`src/shared/rtcv_consts.svh`:
```
// register offsets, field positions, masks and bcd limits of the rtc value block
`ifndef RTCV_CONSTS_SVH
`define RTCV_CONSTS_SVH
`define RTCV_CFG_OFS 8'h00
`define RTCV_TWIN_OFS 8'h04
`define RTCV_AWIN_OFS 8'h08
`define RTCV_WREN_BIT 0
`define RTCV_HALF_BIT 1
`define RTCV_TPTR_LO 4
`define RTCV_APTR_LO 6
`define RTCV_PTR_TIME_MINUTES_SECONDS 2'h0
`define RTCV_PTR_WKHR 2'h1
`define RTCV_PTR_TIME_MONTH_DAY 2'h2
`define RTCV_PTR_YEAR 2'h3
`define RTCV_MD_MASK 16'h1F3F
`define RTCV_WH_MASK 16'h073F
`define RTCV_MS_MASK 16'h7F7F
`define RTCV_MON_HI 12
`define RTCV_MON_LO 8
`define RTCV_DAY_HI 5
`define RTCV_WEEKDAY_VALUE_HI 10
`define RTCV_WEEKDAY_VALUE_LO 8
`define RTCV_HOUR_HI 5
`define RTCV_MIN_HI 14
`define RTCV_MIN_LO 8
`define RTCV_SEC_HI 6
`define RTCV_NINE 4'h9
`define RTCV_ZERO 8'h00
`define RTCV_ONE 8'h01
`define RTCV_SEC_LAST 8'h59
`define RTCV_HOUR_LAST 8'h23
`define RTCV_WEEKDAY_VALUE_LAST 8'h06
`define RTCV_MON_LAST 8'h12
`define RTCV_FEB 8'h02
`define RTCV_APR 8'h04
`define RTCV_JUN 8'h06
`define RTCV_SEP 8'h09
`define RTCV_NOV 8'h11
`define RTCV_DAYS28 8'h28
`define RTCV_DAYS29 8'h29
`define RTCV_DAYS30 8'h30
`define RTCV_DAYS31 8'h31
`endif

```
`src/shared/rtcv_pkg.sv`:
```
// types shared by the rtc value block
package rtcv_pkg;
    typedef logic [1:0] rtcv_ptr_t;
    typedef logic [15:0] rtcv_word_t;
    typedef logic [7:0] rtcv_bcd_t;
endpackage

```
`src/logic/rtcv_values.sv`:
```
// rtc time and alarm bcd value registers behind an apb window
`timescale 1ns/100ps
`default_nettype none
`include "rtcv_consts.svh"
module rtcv_values #(
    parameter int ADDR_W = 8
) (
    // clock and reset
    input wire logic clk_sys,
    input wire logic sys_rst,
    // apb slave
    input wire logic [ADDR_W-1:0] paddr,
    input wire logic psel,
    input wire logic penable,
    input wire logic pwrite,
    input wire logic [31:0] pwdata,
    input wire logic [3:0] pstrb,
    output logic [31:0] prdata,
    output logic pready,
    output logic pslverr,
    // timebase from the clock prescaler
    input wire logic secTick,
    input wire logic halfTick,
    input wire logic leapYear,
    // values for alarm compare and year logic
    output rtcv_pkg::rtcv_word_t timeMonthDay,
    output rtcv_pkg::rtcv_word_t timeWeekdayHours,
    output rtcv_pkg::rtcv_word_t timeMinutesSeconds,
    output rtcv_pkg::rtcv_word_t alarmMonthDay,
    output rtcv_pkg::rtcv_word_t alarmWeekdayHours,
    output rtcv_pkg::rtcv_word_t alarmMinutesSeconds,
    // control and status
    output logic valueWriteEnable,
    output logic halfSecondStatus,
    output rtcv_pkg::rtcv_ptr_t valueWindowPointer,
    output rtcv_pkg::rtcv_ptr_t alarmWindowPointer,
    output logic secondCarry
);

    // bcd step: wraps from last to first, else counts one digit pair up
    function automatic logic [8:0] bcdStep(input rtcv_pkg::rtcv_bcd_t v,
                                           input rtcv_pkg::rtcv_bcd_t last,
                                           input rtcv_pkg::rtcv_bcd_t first);
        if (v == last) begin
            return {1'b1, first};
        end else if (v[3:0] == `RTCV_NINE) begin
            return {1'b0, v[7:4] + 4'h1, 4'h0};
        end else begin
            return {1'b0, v[7:4], v[3:0] + 4'h1};
        end
    endfunction

    // last day of a bcd month
    function automatic rtcv_pkg::rtcv_bcd_t lastDay(input rtcv_pkg::rtcv_bcd_t mon,
                                                     input logic leap);
        if (mon == `RTCV_FEB) begin
            return leap ? `RTCV_DAYS29 : `RTCV_DAYS28;
        end else if (mon == `RTCV_APR || mon == `RTCV_JUN ||
                     mon == `RTCV_SEP || mon == `RTCV_NOV) begin
            return `RTCV_DAYS30;
        end else begin
            return `RTCV_DAYS31;
        end
    endfunction

    // window word selected by a pointer, unused bits forced low
    function automatic rtcv_pkg::rtcv_word_t selWord(input rtcv_pkg::rtcv_ptr_t ptr,
                                                      input rtcv_pkg::rtcv_word_t md,
                                                      input rtcv_pkg::rtcv_word_t wh,
                                                      input rtcv_pkg::rtcv_word_t ms);
        unique case (ptr)
            `RTCV_PTR_TIME_MONTH_DAY: return md & `RTCV_MD_MASK;
            `RTCV_PTR_WKHR: return wh & `RTCV_WH_MASK;
            `RTCV_PTR_TIME_MINUTES_SECONDS: return ms & `RTCV_MS_MASK;
            `RTCV_PTR_YEAR: return 16'h0000;
        endcase
    endfunction

    // byte-lane merge of a write, unused bits stored low
    function automatic rtcv_pkg::rtcv_word_t mergeBytes(input rtcv_pkg::rtcv_word_t old,
                                                         input logic [15:0] wd,
                                                         input logic [1:0] strb,
                                                         input rtcv_pkg::rtcv_word_t mask);
        return {strb[1] ? wd[15:8] : old[15:8], strb[0] ? wd[7:0] : old[7:0]} & mask;
    endfunction

    logic wenQ;
    logic halfQ;
    rtcv_pkg::rtcv_ptr_t tPtrQ;
    rtcv_pkg::rtcv_ptr_t aPtrQ;
    logic [31:0] rdataQ;
    rtcv_pkg::rtcv_word_t tMdQ, tWhQ, tMsQ, tMdD, tWhD, tMsD;
    rtcv_pkg::rtcv_word_t aMdQ, aWhQ, aMsQ;
    logic setup, access, cfgHit, tHit, aHit, mapped;
    logic tWrite, aWrite, tHigh, aHigh, halfClear;
    logic [8:0] sStep, mStep, hStep, wStep, dStep, moStep;

    // apb decode; zero wait states, error on unmapped address
    assign setup = psel & ~penable;
    assign access = psel & penable;
    assign cfgHit = paddr == ADDR_W'(`RTCV_CFG_OFS);
    assign tHit = paddr == ADDR_W'(`RTCV_TWIN_OFS);
    assign aHit = paddr == ADDR_W'(`RTCV_AWIN_OFS);
    assign mapped = cfgHit | tHit | aHit;
    assign pready = 1'b1;
    assign pslverr = access & ~mapped;
    assign prdata = rdataQ;

    // accepted window writes
    assign tWrite = access & pwrite & tHit & wenQ;
    assign aWrite = access & pwrite & aHit & (wenQ | aPtrQ == `RTCV_PTR_TIME_MINUTES_SECONDS);
    assign tHigh = access & tHit & (~pwrite | pstrb[1]);
    assign aHigh = access & aHit & (~pwrite | pstrb[1]);
    assign halfClear = access & pwrite & tHit & pstrb[0] & tPtrQ == `RTCV_PTR_TIME_MINUTES_SECONDS;

    // read data captured in the setup cycle
    always_ff @(posedge clk_sys or posedge sys_rst) begin
        if (sys_rst) begin
            rdataQ <= 32'h0000_0000;
        end else if (setup && !pwrite) begin
            if (cfgHit) begin
                rdataQ <= 32'({aPtrQ, tPtrQ, 2'b00, halfQ, wenQ});
            end else if (tHit) begin
                rdataQ <= {16'h0000, selWord(tPtrQ, tMdQ, tWhQ, tMsQ)};
            end else if (aHit) begin
                rdataQ <= {16'h0000, selWord(aPtrQ, aMdQ, aWhQ, aMsQ)};
            end else begin
                rdataQ <= 32'h0000_0000;
            end
        end
    end

    // write enable bit
    always_ff @(posedge clk_sys or posedge sys_rst) begin
        if (sys_rst) begin
            wenQ <= 1'b0;
        end else if (access && pwrite && cfgHit && pstrb[0]) begin
            wenQ <= pwdata[`RTCV_WREN_BIT];
        end
    end

    // window pointers: loaded by config write, count down on high access
    always_ff @(posedge clk_sys or posedge sys_rst) begin
        if (sys_rst) begin
            tPtrQ <= `RTCV_PTR_TIME_MINUTES_SECONDS;
            aPtrQ <= `RTCV_PTR_TIME_MINUTES_SECONDS;
        end else begin
            if (access && pwrite && cfgHit && pstrb[0]) begin
                tPtrQ <= pwdata[`RTCV_TPTR_LO +: 2];
                aPtrQ <= pwdata[`RTCV_APTR_LO +: 2];
            end
            if (tHigh && tPtrQ != `RTCV_PTR_TIME_MINUTES_SECONDS) begin
                tPtrQ <= tPtrQ - 2'h1;
            end
            if (aHigh && aPtrQ != `RTCV_PTR_TIME_MINUTES_SECONDS) begin
                aPtrQ <= aPtrQ - 2'h1;
            end
        end
    end

    // half-second status: set in second half, cleared at second or low write
    always_ff @(posedge clk_sys or posedge sys_rst) begin
        if (sys_rst) begin
            halfQ <= 1'b0;
        end else if (halfTick) begin
            halfQ <= 1'b1;
        end else if (secTick || halfClear) begin
            halfQ <= 1'b0;
        end
    end

    // calendar carry chain
    always_comb begin
        sStep = bcdStep({1'b0, tMsQ[`RTCV_SEC_HI:0]}, `RTCV_SEC_LAST, `RTCV_ZERO);
        mStep = bcdStep({1'b0, tMsQ[`RTCV_MIN_HI:`RTCV_MIN_LO]},
                        `RTCV_SEC_LAST, `RTCV_ZERO);
        hStep = bcdStep({2'b00, tWhQ[`RTCV_HOUR_HI:0]}, `RTCV_HOUR_LAST, `RTCV_ZERO);
        wStep = bcdStep({5'b00000, tWhQ[`RTCV_WEEKDAY_VALUE_HI:`RTCV_WEEKDAY_VALUE_LO]},
                        `RTCV_WEEKDAY_VALUE_LAST, `RTCV_ZERO);
        dStep = bcdStep({2'b00, tMdQ[`RTCV_DAY_HI:0]},
                        lastDay({3'b000, tMdQ[`RTCV_MON_HI:`RTCV_MON_LO]}, leapYear),
                        `RTCV_ONE);
        moStep = bcdStep({3'b000, tMdQ[`RTCV_MON_HI:`RTCV_MON_LO]},
                         `RTCV_MON_LAST, `RTCV_ONE);
        tMsD = tMsQ;
        tWhD = tWhQ;
        tMdD = tMdQ;
        if (secTick) begin
            tMsD = {1'b0, mStep[6:0], 1'b0, sStep[6:0]};
            if (!sStep[8]) begin
                tMsD[`RTCV_MIN_HI:`RTCV_MIN_LO] = tMsQ[`RTCV_MIN_HI:`RTCV_MIN_LO];
            end
            if (sStep[8] && mStep[8]) begin
                tWhD = {5'b00000, tWhQ[`RTCV_WEEKDAY_VALUE_HI:`RTCV_WEEKDAY_VALUE_LO], 2'b00, hStep[5:0]};
                if (hStep[8]) begin
                    tWhD[`RTCV_WEEKDAY_VALUE_HI:`RTCV_WEEKDAY_VALUE_LO] = wStep[2:0];
                    tMdD = {3'b000, tMdQ[`RTCV_MON_HI:`RTCV_MON_LO], 2'b00, dStep[5:0]};
                    if (dStep[8]) begin
                        tMdD[`RTCV_MON_HI:`RTCV_MON_LO] = moStep[4:0];
                    end
                end
            end
        end
        // software write overlays the advanced value, no range check
        if (tWrite) begin
            unique case (tPtrQ)
                `RTCV_PTR_TIME_MONTH_DAY: tMdD = mergeBytes(tMdD, pwdata[15:0], pstrb[1:0],
                                                   `RTCV_MD_MASK);
                `RTCV_PTR_WKHR: tWhD = mergeBytes(tWhD, pwdata[15:0], pstrb[1:0],
                                                  `RTCV_WH_MASK);
                `RTCV_PTR_TIME_MINUTES_SECONDS: tMsD = mergeBytes(tMsD, pwdata[15:0], pstrb[1:0],
                                                    `RTCV_MS_MASK);
                `RTCV_PTR_YEAR: tMsD = tMsD;
            endcase
        end
    end

    // time values hold no reset value
    always_ff @(posedge clk_sys) begin
        tMdQ <= tMdD;
        tWhQ <= tWhD;
        tMsQ <= tMsD;
    end

    // alarm values change only on software writes
    always_ff @(posedge clk_sys) begin
        if (aWrite) begin
            unique case (aPtrQ)
                `RTCV_PTR_TIME_MONTH_DAY: aMdQ <= mergeBytes(aMdQ, pwdata[15:0], pstrb[1:0],
                                                    `RTCV_MD_MASK);
                `RTCV_PTR_WKHR: aWhQ <= mergeBytes(aWhQ, pwdata[15:0], pstrb[1:0],
                                                   `RTCV_WH_MASK);
                `RTCV_PTR_TIME_MINUTES_SECONDS: aMsQ <= mergeBytes(aMsQ, pwdata[15:0], pstrb[1:0],
                                                     `RTCV_MS_MASK);
                `RTCV_PTR_YEAR: aMsQ <= aMsQ;
            endcase
        end
    end

    // outputs
    assign timeMonthDay = tMdQ;
    assign timeWeekdayHours = tWhQ;
    assign timeMinutesSeconds = tMsQ;
    assign alarmMonthDay = aMdQ;
    assign alarmWeekdayHours = aWhQ;
    assign alarmMinutesSeconds = aMsQ;
    assign valueWriteEnable = wenQ;
    assign halfSecondStatus = halfQ;
    assign valueWindowPointer = tPtrQ;
    assign alarmWindowPointer = aPtrQ;
    assign secondCarry = secTick & sStep[8];
endmodule
`default_nettype wire

```
`config.mk`:
```
export PLATFORM = sky130hd
export DESIGN_NAME = rtcv_values
export DESIGN_NICKNAME = d
export VERILOG_FILES = /design/src/shared/rtcv_pkg.sv /design/src/logic/rtcv_values.sv
export VERILOG_INCLUDE_DIRS = /design/src /design/src/shared
export SDC_FILE = /design/constraint.sdc
export NUM_CORES = 1
export LEC_CHECK = 0
export BUFFER_PORTS_ARGS = -buffer_cell sky130_fd_sc_hd__buf_2
export CAP_MARGIN = 20
export CORE_MARGIN = 3
export CORE_UTILIZATION = 39
export DETAILED_ROUTE_END_ITERATION = 16
export GPL_ROUTABILITY_DRIVEN = 0
export HOLD_SLACK_MARGIN = 0.15
export PLACE_DENSITY_LB_ADDON = 0.1
export SLEW_MARGIN = 25
export SYNTH_ARGS = -nofsm -noshare
export SYNTH_HDL_FRONTEND = slang
export SYNTH_SLANG_ARGS = --single-unit
export TNS_END_PERCENT = 20
```
`constraint.sdc`:
```
create_clock -name clk_sys -period 5.4 [get_ports clk_sys]
set_clock_uncertainty 0.15 [all_clocks]
set_input_delay 1.62 -clock clk_sys [delete_from_list [all_inputs] [get_ports clk_sys]]
set_output_delay 1.62 -clock clk_sys [all_outputs]
set_load 0.05 [all_outputs]
```
; Word level (Yosys, flattened, before mapping)
; Cells that the tools add are included.
[totals]
register_bits = 120
latch_bits = 0
mem_bits_rw = 0
rom_bits = 0
input_bits = 52
out_inout_bits = 137
wordCells = 145
n_memories = 0
[classes]
add_sub_neg = 13
n_mul = 0
div_mod_pow = 0
magnitude_cmp = 0
eq_ne = 24
n_shift = 0
n_mux = 46
bitwise_logic = 22
reduce_logical = 26
[ops]
columns = cell, n
row1 = $mux W16, 14
row2 = $pmux W16 S4, 2
row3 = $mux W9, 4
row4 = $mux W7, 5
row5 = $mux W32, 1
row6 = $mux W5, 5
row7 = $add A4 B1 Y4 const B, 5
row8 = $eq A4 B4 Y1 const B, 5
row9 = $reduce_and A3 Y1, 6
row10 = $mux W8, 2
row11 = $and A1 B1 Y1, 15
row12 = $eq A7 B7 Y1 const B, 2
row13 = $mux W6, 2
row14 = $eq A5 B3 Y1 const B, 2
row15 = $eq A5 B5 Y1 const B, 2
row16 = $reduce_bool A2 Y1, 5
row17 = $mux W3, 3
row18 = $add A3 B1 Y4 const B, 2
row19 = $eq A2 B2 Y1 const B, 4
row20 = $eq A6 B8 Y1, 1
row21 = $eq A8 B3 Y1 const B, 1
row22 = $eq A8 B4 Y1 const B, 1
row23 = $logic_not A8 Y1, 1
row24 = $mux W2, 4
row25 = 16 further kinds, 37

; Depth between registers and ports, before layout
[logic_depth]
word_depth = 15
depth_mapped = 10
mapped_depth_nobuf = 9

; Worst setup path before layout
; Ideal clock, no wire load.
[synth_path]
path_kind = input-to-output
start = input paddr[2]
end = output pslverr
arrival_ps = 2812
required_time_ps = 3630
setup_slack_ps = 818
cell_stages = 3
cell_sequence = clkbuf_1 nand2_1 a21oi_1
[synth_between]
elab_chain_cells = 5
[synth_rtl]
columns = element, line
row1 = from (decl), rtcv_values.sv:12  ; input wire logic [ADDR_W-1:0] paddr,
row2 = $eq A8 B3 Y1 / $logic_not A8 Y1 (equally long branches), "rtcv_values.sv:102, rtcv_values.sv:101"
row3 = $or A1 B1 Y1, rtcv_values.sv:104  ; assign mapped = cfgHit | tHit | aHit;
row4 = $or A1 B1 Y1 *, rtcv_values.sv:104
row5 = $not A1 Y1 *, rtcv_values.sv:106  ; assign pslverr = access & ~mapped;
row6 = $and A1 B1 Y1 *, rtcv_values.sv:106
row7 = to (decl), rtcv_values.sv:20  ; output logic pslverr,
; Mark *: on every way between the ends. The rest lies on a longest branch, timed or not.

; Worst setup path after layout
[layout_path]
start = input secTick
end = output secondCarry
[layout_between]
elab_chain_cells = 1
[layout_rtl]
columns = element, line
row1 = from (decl), rtcv_values.sv:22  ; input wire logic secTick,
row2 = $and A1 B1 Y1, rtcv_values.sv:251  ; assign secondCarry = secTick & sStep[8];
row3 = to (decl), rtcv_values.sv:37  ; output logic secondCarry
; Every way passes these cells.

==> flow_summary.yaml <==
clocking:
  ctsResizeCount: 0
  cts_max_level: 3
  cts_hold_buf: 0
  clockRootBuffer: "clkbuf_16"
  clk_latency_ns: 0.35
  path_clk_slew_ns: 0.07
  clock-sinks: 103
  post_cts_buffers: 0
  cts_tree: "yes"
  cts_made_buffers: 9
  cts_max_path_buffers: 2
global_routing:
  grt_usage_pct: 20.3
  grt_antenna_before_repair: 0
  grt-ovfl-total: 0
  grt_pass1_vias: 4426
  grt_pass1_wl_um: 24900
  grt_max_degree: 25
detailed_routing:
  dr.pass1.iters: 5
  wl_per_cell_um: 18.1
  detail-route-antenna-nets: 0
  vias: 4788
  routed_via_density: 5.40
  drtIter0Drc: 379
  drc_errors: 0
  totalWireLength_um: 16100
setup_path:
  r2r_cells: 6
  critPathMaxFanout: 9
  crit_type: "input port to output port"
  cp_data_arrival_time_ns: 2.75
  r2r-start: "timeMinutesSeconds[0]"
  cp-startpoint: "secTick"
  startpoint_type: "input port"
  required_ns: 3.63
  critical_path.endpoint_type: "output port"
die:
  die_y_um: 125
  die_x_um: 125
  start_util_pct: 40.7
  rows: 42
  dieArea_um2: 15600
  core-area_um2: 13500
  ios: 189
sta:
  whs_ns: 0.310
  period_minus_slack_ns: 4.52
  worstMarginPinSlew_ns: 0.821
  fin_crit_sh_pct: 83.6
  finalSetupViolCount: 0
  grt_setup_unrepaired: "false"
  fin_setup_tns_ns: 0
  relSlewSlack_pct: 45.2
  fmax_mhz: 221
  final_max_slew_viol_count: 0
  hold_viol_final: 0
synth:
  yosys.area_share.simple_pct: 19.1
  ys_top_cells_by_count: "58 x nand2_1, 53 x nor2_1, 48 x dfxtp_1"
  synth_edf_count: 34
  synth_top_area_share_pct: 18.6
  synthCells: 585
  synthAdderAreaFrac_pct: 4.10
  synth_ff_type: "dfxtp_1"
  yosys_warnings: 0
  synth-compound-area-share_pct: 18.6
  synth_mux_area_share_pct: 2.98
  mappedNetlistArea_um2: 5500
  async_flop_share_pct: 20.4
  synth.distinct_cells: 69
  ys_top_cells_by_area: "edfxtp_1 19%, dfxtp_1 17%, dfrtp_1 9.6%"
  yosysSeqAreaShare_pct: 45.6
  syn_area_per_cell_um2: 9.39
  post-synth-top-area-cell: "edfxtp_1"
  yosysMostFrequentCell: "nand2_1"
  synth-seq-cells: 103
  synth_top_family_by_area: "simple AND/OR/NAND/NOR gates"
  synth_xor_area_share_pct: 1.12
power_and_ir_drop:
  internal_power_mw: 1.22
  pwr-share-comb_pct: 18.3
  p_leak_nw: 2.87
  p_per_area_nw_per_um2: 279
  p_clk_share_pct: 33.4
  ir_drop_uv: 140
  seqPwrFrac_pct: 48.3
  switching_share_pct: 31.9
  net-switching-power_mw: 0.572
layout:
  multi_input_area_um2: 2640
  syn_to_final_growth_pct: 17.0
  final_layout_size_suffix_gt1_share_pct: 24.3
  n_fill_cell: 1344
  diodes: 0
  regArea_um2: 2510
  nets: 776
  stdcell_area_um2: 6430
job:
  cap_violations: 0
placed_design:
  port_buffers: 137
  placed_area_um2: 6160
  dp_hpwl_um: 12400
hold_path:
  hold_start: "timeWeekdayHours[11]"
  hp-class: "register to register"
  holdPathStages: 1
run_status:
  outcome: "completed"
## kinds of logic after synthesis
kind of cell             after synthesis
AO/OA/AOI/OAI                        156
adder cells (fa/ha/maj)               18
flip-flops                           103
XOR/XNOR                               7
multiplexers                          16
buffers and inverters                 85
other                                  2
AND/OR/NAND/NOR                      198
## layer usage
| metal | vias up | GRT usage (%) | share of wire (%) |
|---|---|---|---|
| met5 | - | 0 | 0 |
| met4 | 0 | 5.03 | 1.1 |
| met3 | 12 | 4.67 | 7.2 |
| met2 | 178 | 33.2 | 47 |
| met1 | 2313 | 27.3 | 44 |
| li1 | 2285 | - | - |
## power groups by stage
stage / Sequential, mW / Combinational (mW) / Clock [mW]
finish: 0.867 / 0.328 / 0.601
global placement: 0.883 / 0.322 / 0
floorplan: 0.954 / 0.185 / 0
CTS: 0.867 / 0.327 / 0.611
global route: 0.873 / 0.355 / 0.647
detailed placement: 0.885 / 0.326 / 0
## worst paths after layout
kind	slack [ns]	endpoint
worst max-delay path	0.88	secondCarry
worst min-delay path	0.31	timeWeekdayHours[11]
worst max register to register	2.53	timeMonthDay[5]
worst min register to register	0.31	timeWeekdayHours[11]
max in group asynchronous	3.33	prdata[8]
min in group asynchronous	1.27	alarmWindowPointer[0]
## sequential cells by signal (all words and copies together), names as in the netlist
name and count:
alarmMinutesSeconds 14, alarmMonthDay 11, alarmWeekdayHours 9, alarmWindowPointer 2, halfSecondStatus 1, prdata 15
timeMinutesSeconds 16, timeMonthDay 16, timeWeekdayHours 16, valueWindowPointer 2, valueWriteEnable 1
## cells in the final DEF (no fill, tap or decap), types with 5 or more instances in the layout
master,synthesis,final
nand3_1,8,8
edfxtp_1,34,34
a22oi_1,22,22
and2_1,17,17
and3_1,5,5
nor3_1,13,13
clkbuf_16,0,9
a21oi_1,47,47
o22ai_1,9,9
a22o_1,6,6
dfrtp_1,21,21
conb_1,2,32
buf_2,4,137
nor3b_1,7,7
nor2_1,53,53
o21ai_0,29,29
mux2i_1,13,13
xnor2_1,5,5
inv_1,28,28
dfxtp_1,48,48
ha_1,18,18
a31oi_1,5,5
nand2_1,58,58
## through the flow
stage               power (mW)  worst slack (ns)  util (%)  cells
global route              1.87             0.837      47.6    887
detailed placement        1.21             0.896      45.6    871
CTS                       1.80             0.893      47.6    887
floorplan                 1.14             0.818         -    615
finish                    1.80             0.884      47.6    887
global placement          1.21             0.916      45.6    871
## area by class of cell
cell class	instances	share of cell area, %
clock buffer	10	3.56
clock inverter	6	0.603
inverter	28	1.63
multi-input combinational	427	41.1
sequential	103	39.0
tap	176	3.42
timing repair buffer	137	10.7
## worst max-delay path, stage by stage
cell	delay, ns
buf_2	0.19
nand3_2	0.17
or2_2	0.38
inv_1	0.11
buf_2	0.27
Power figures use the tool's default switching activity.
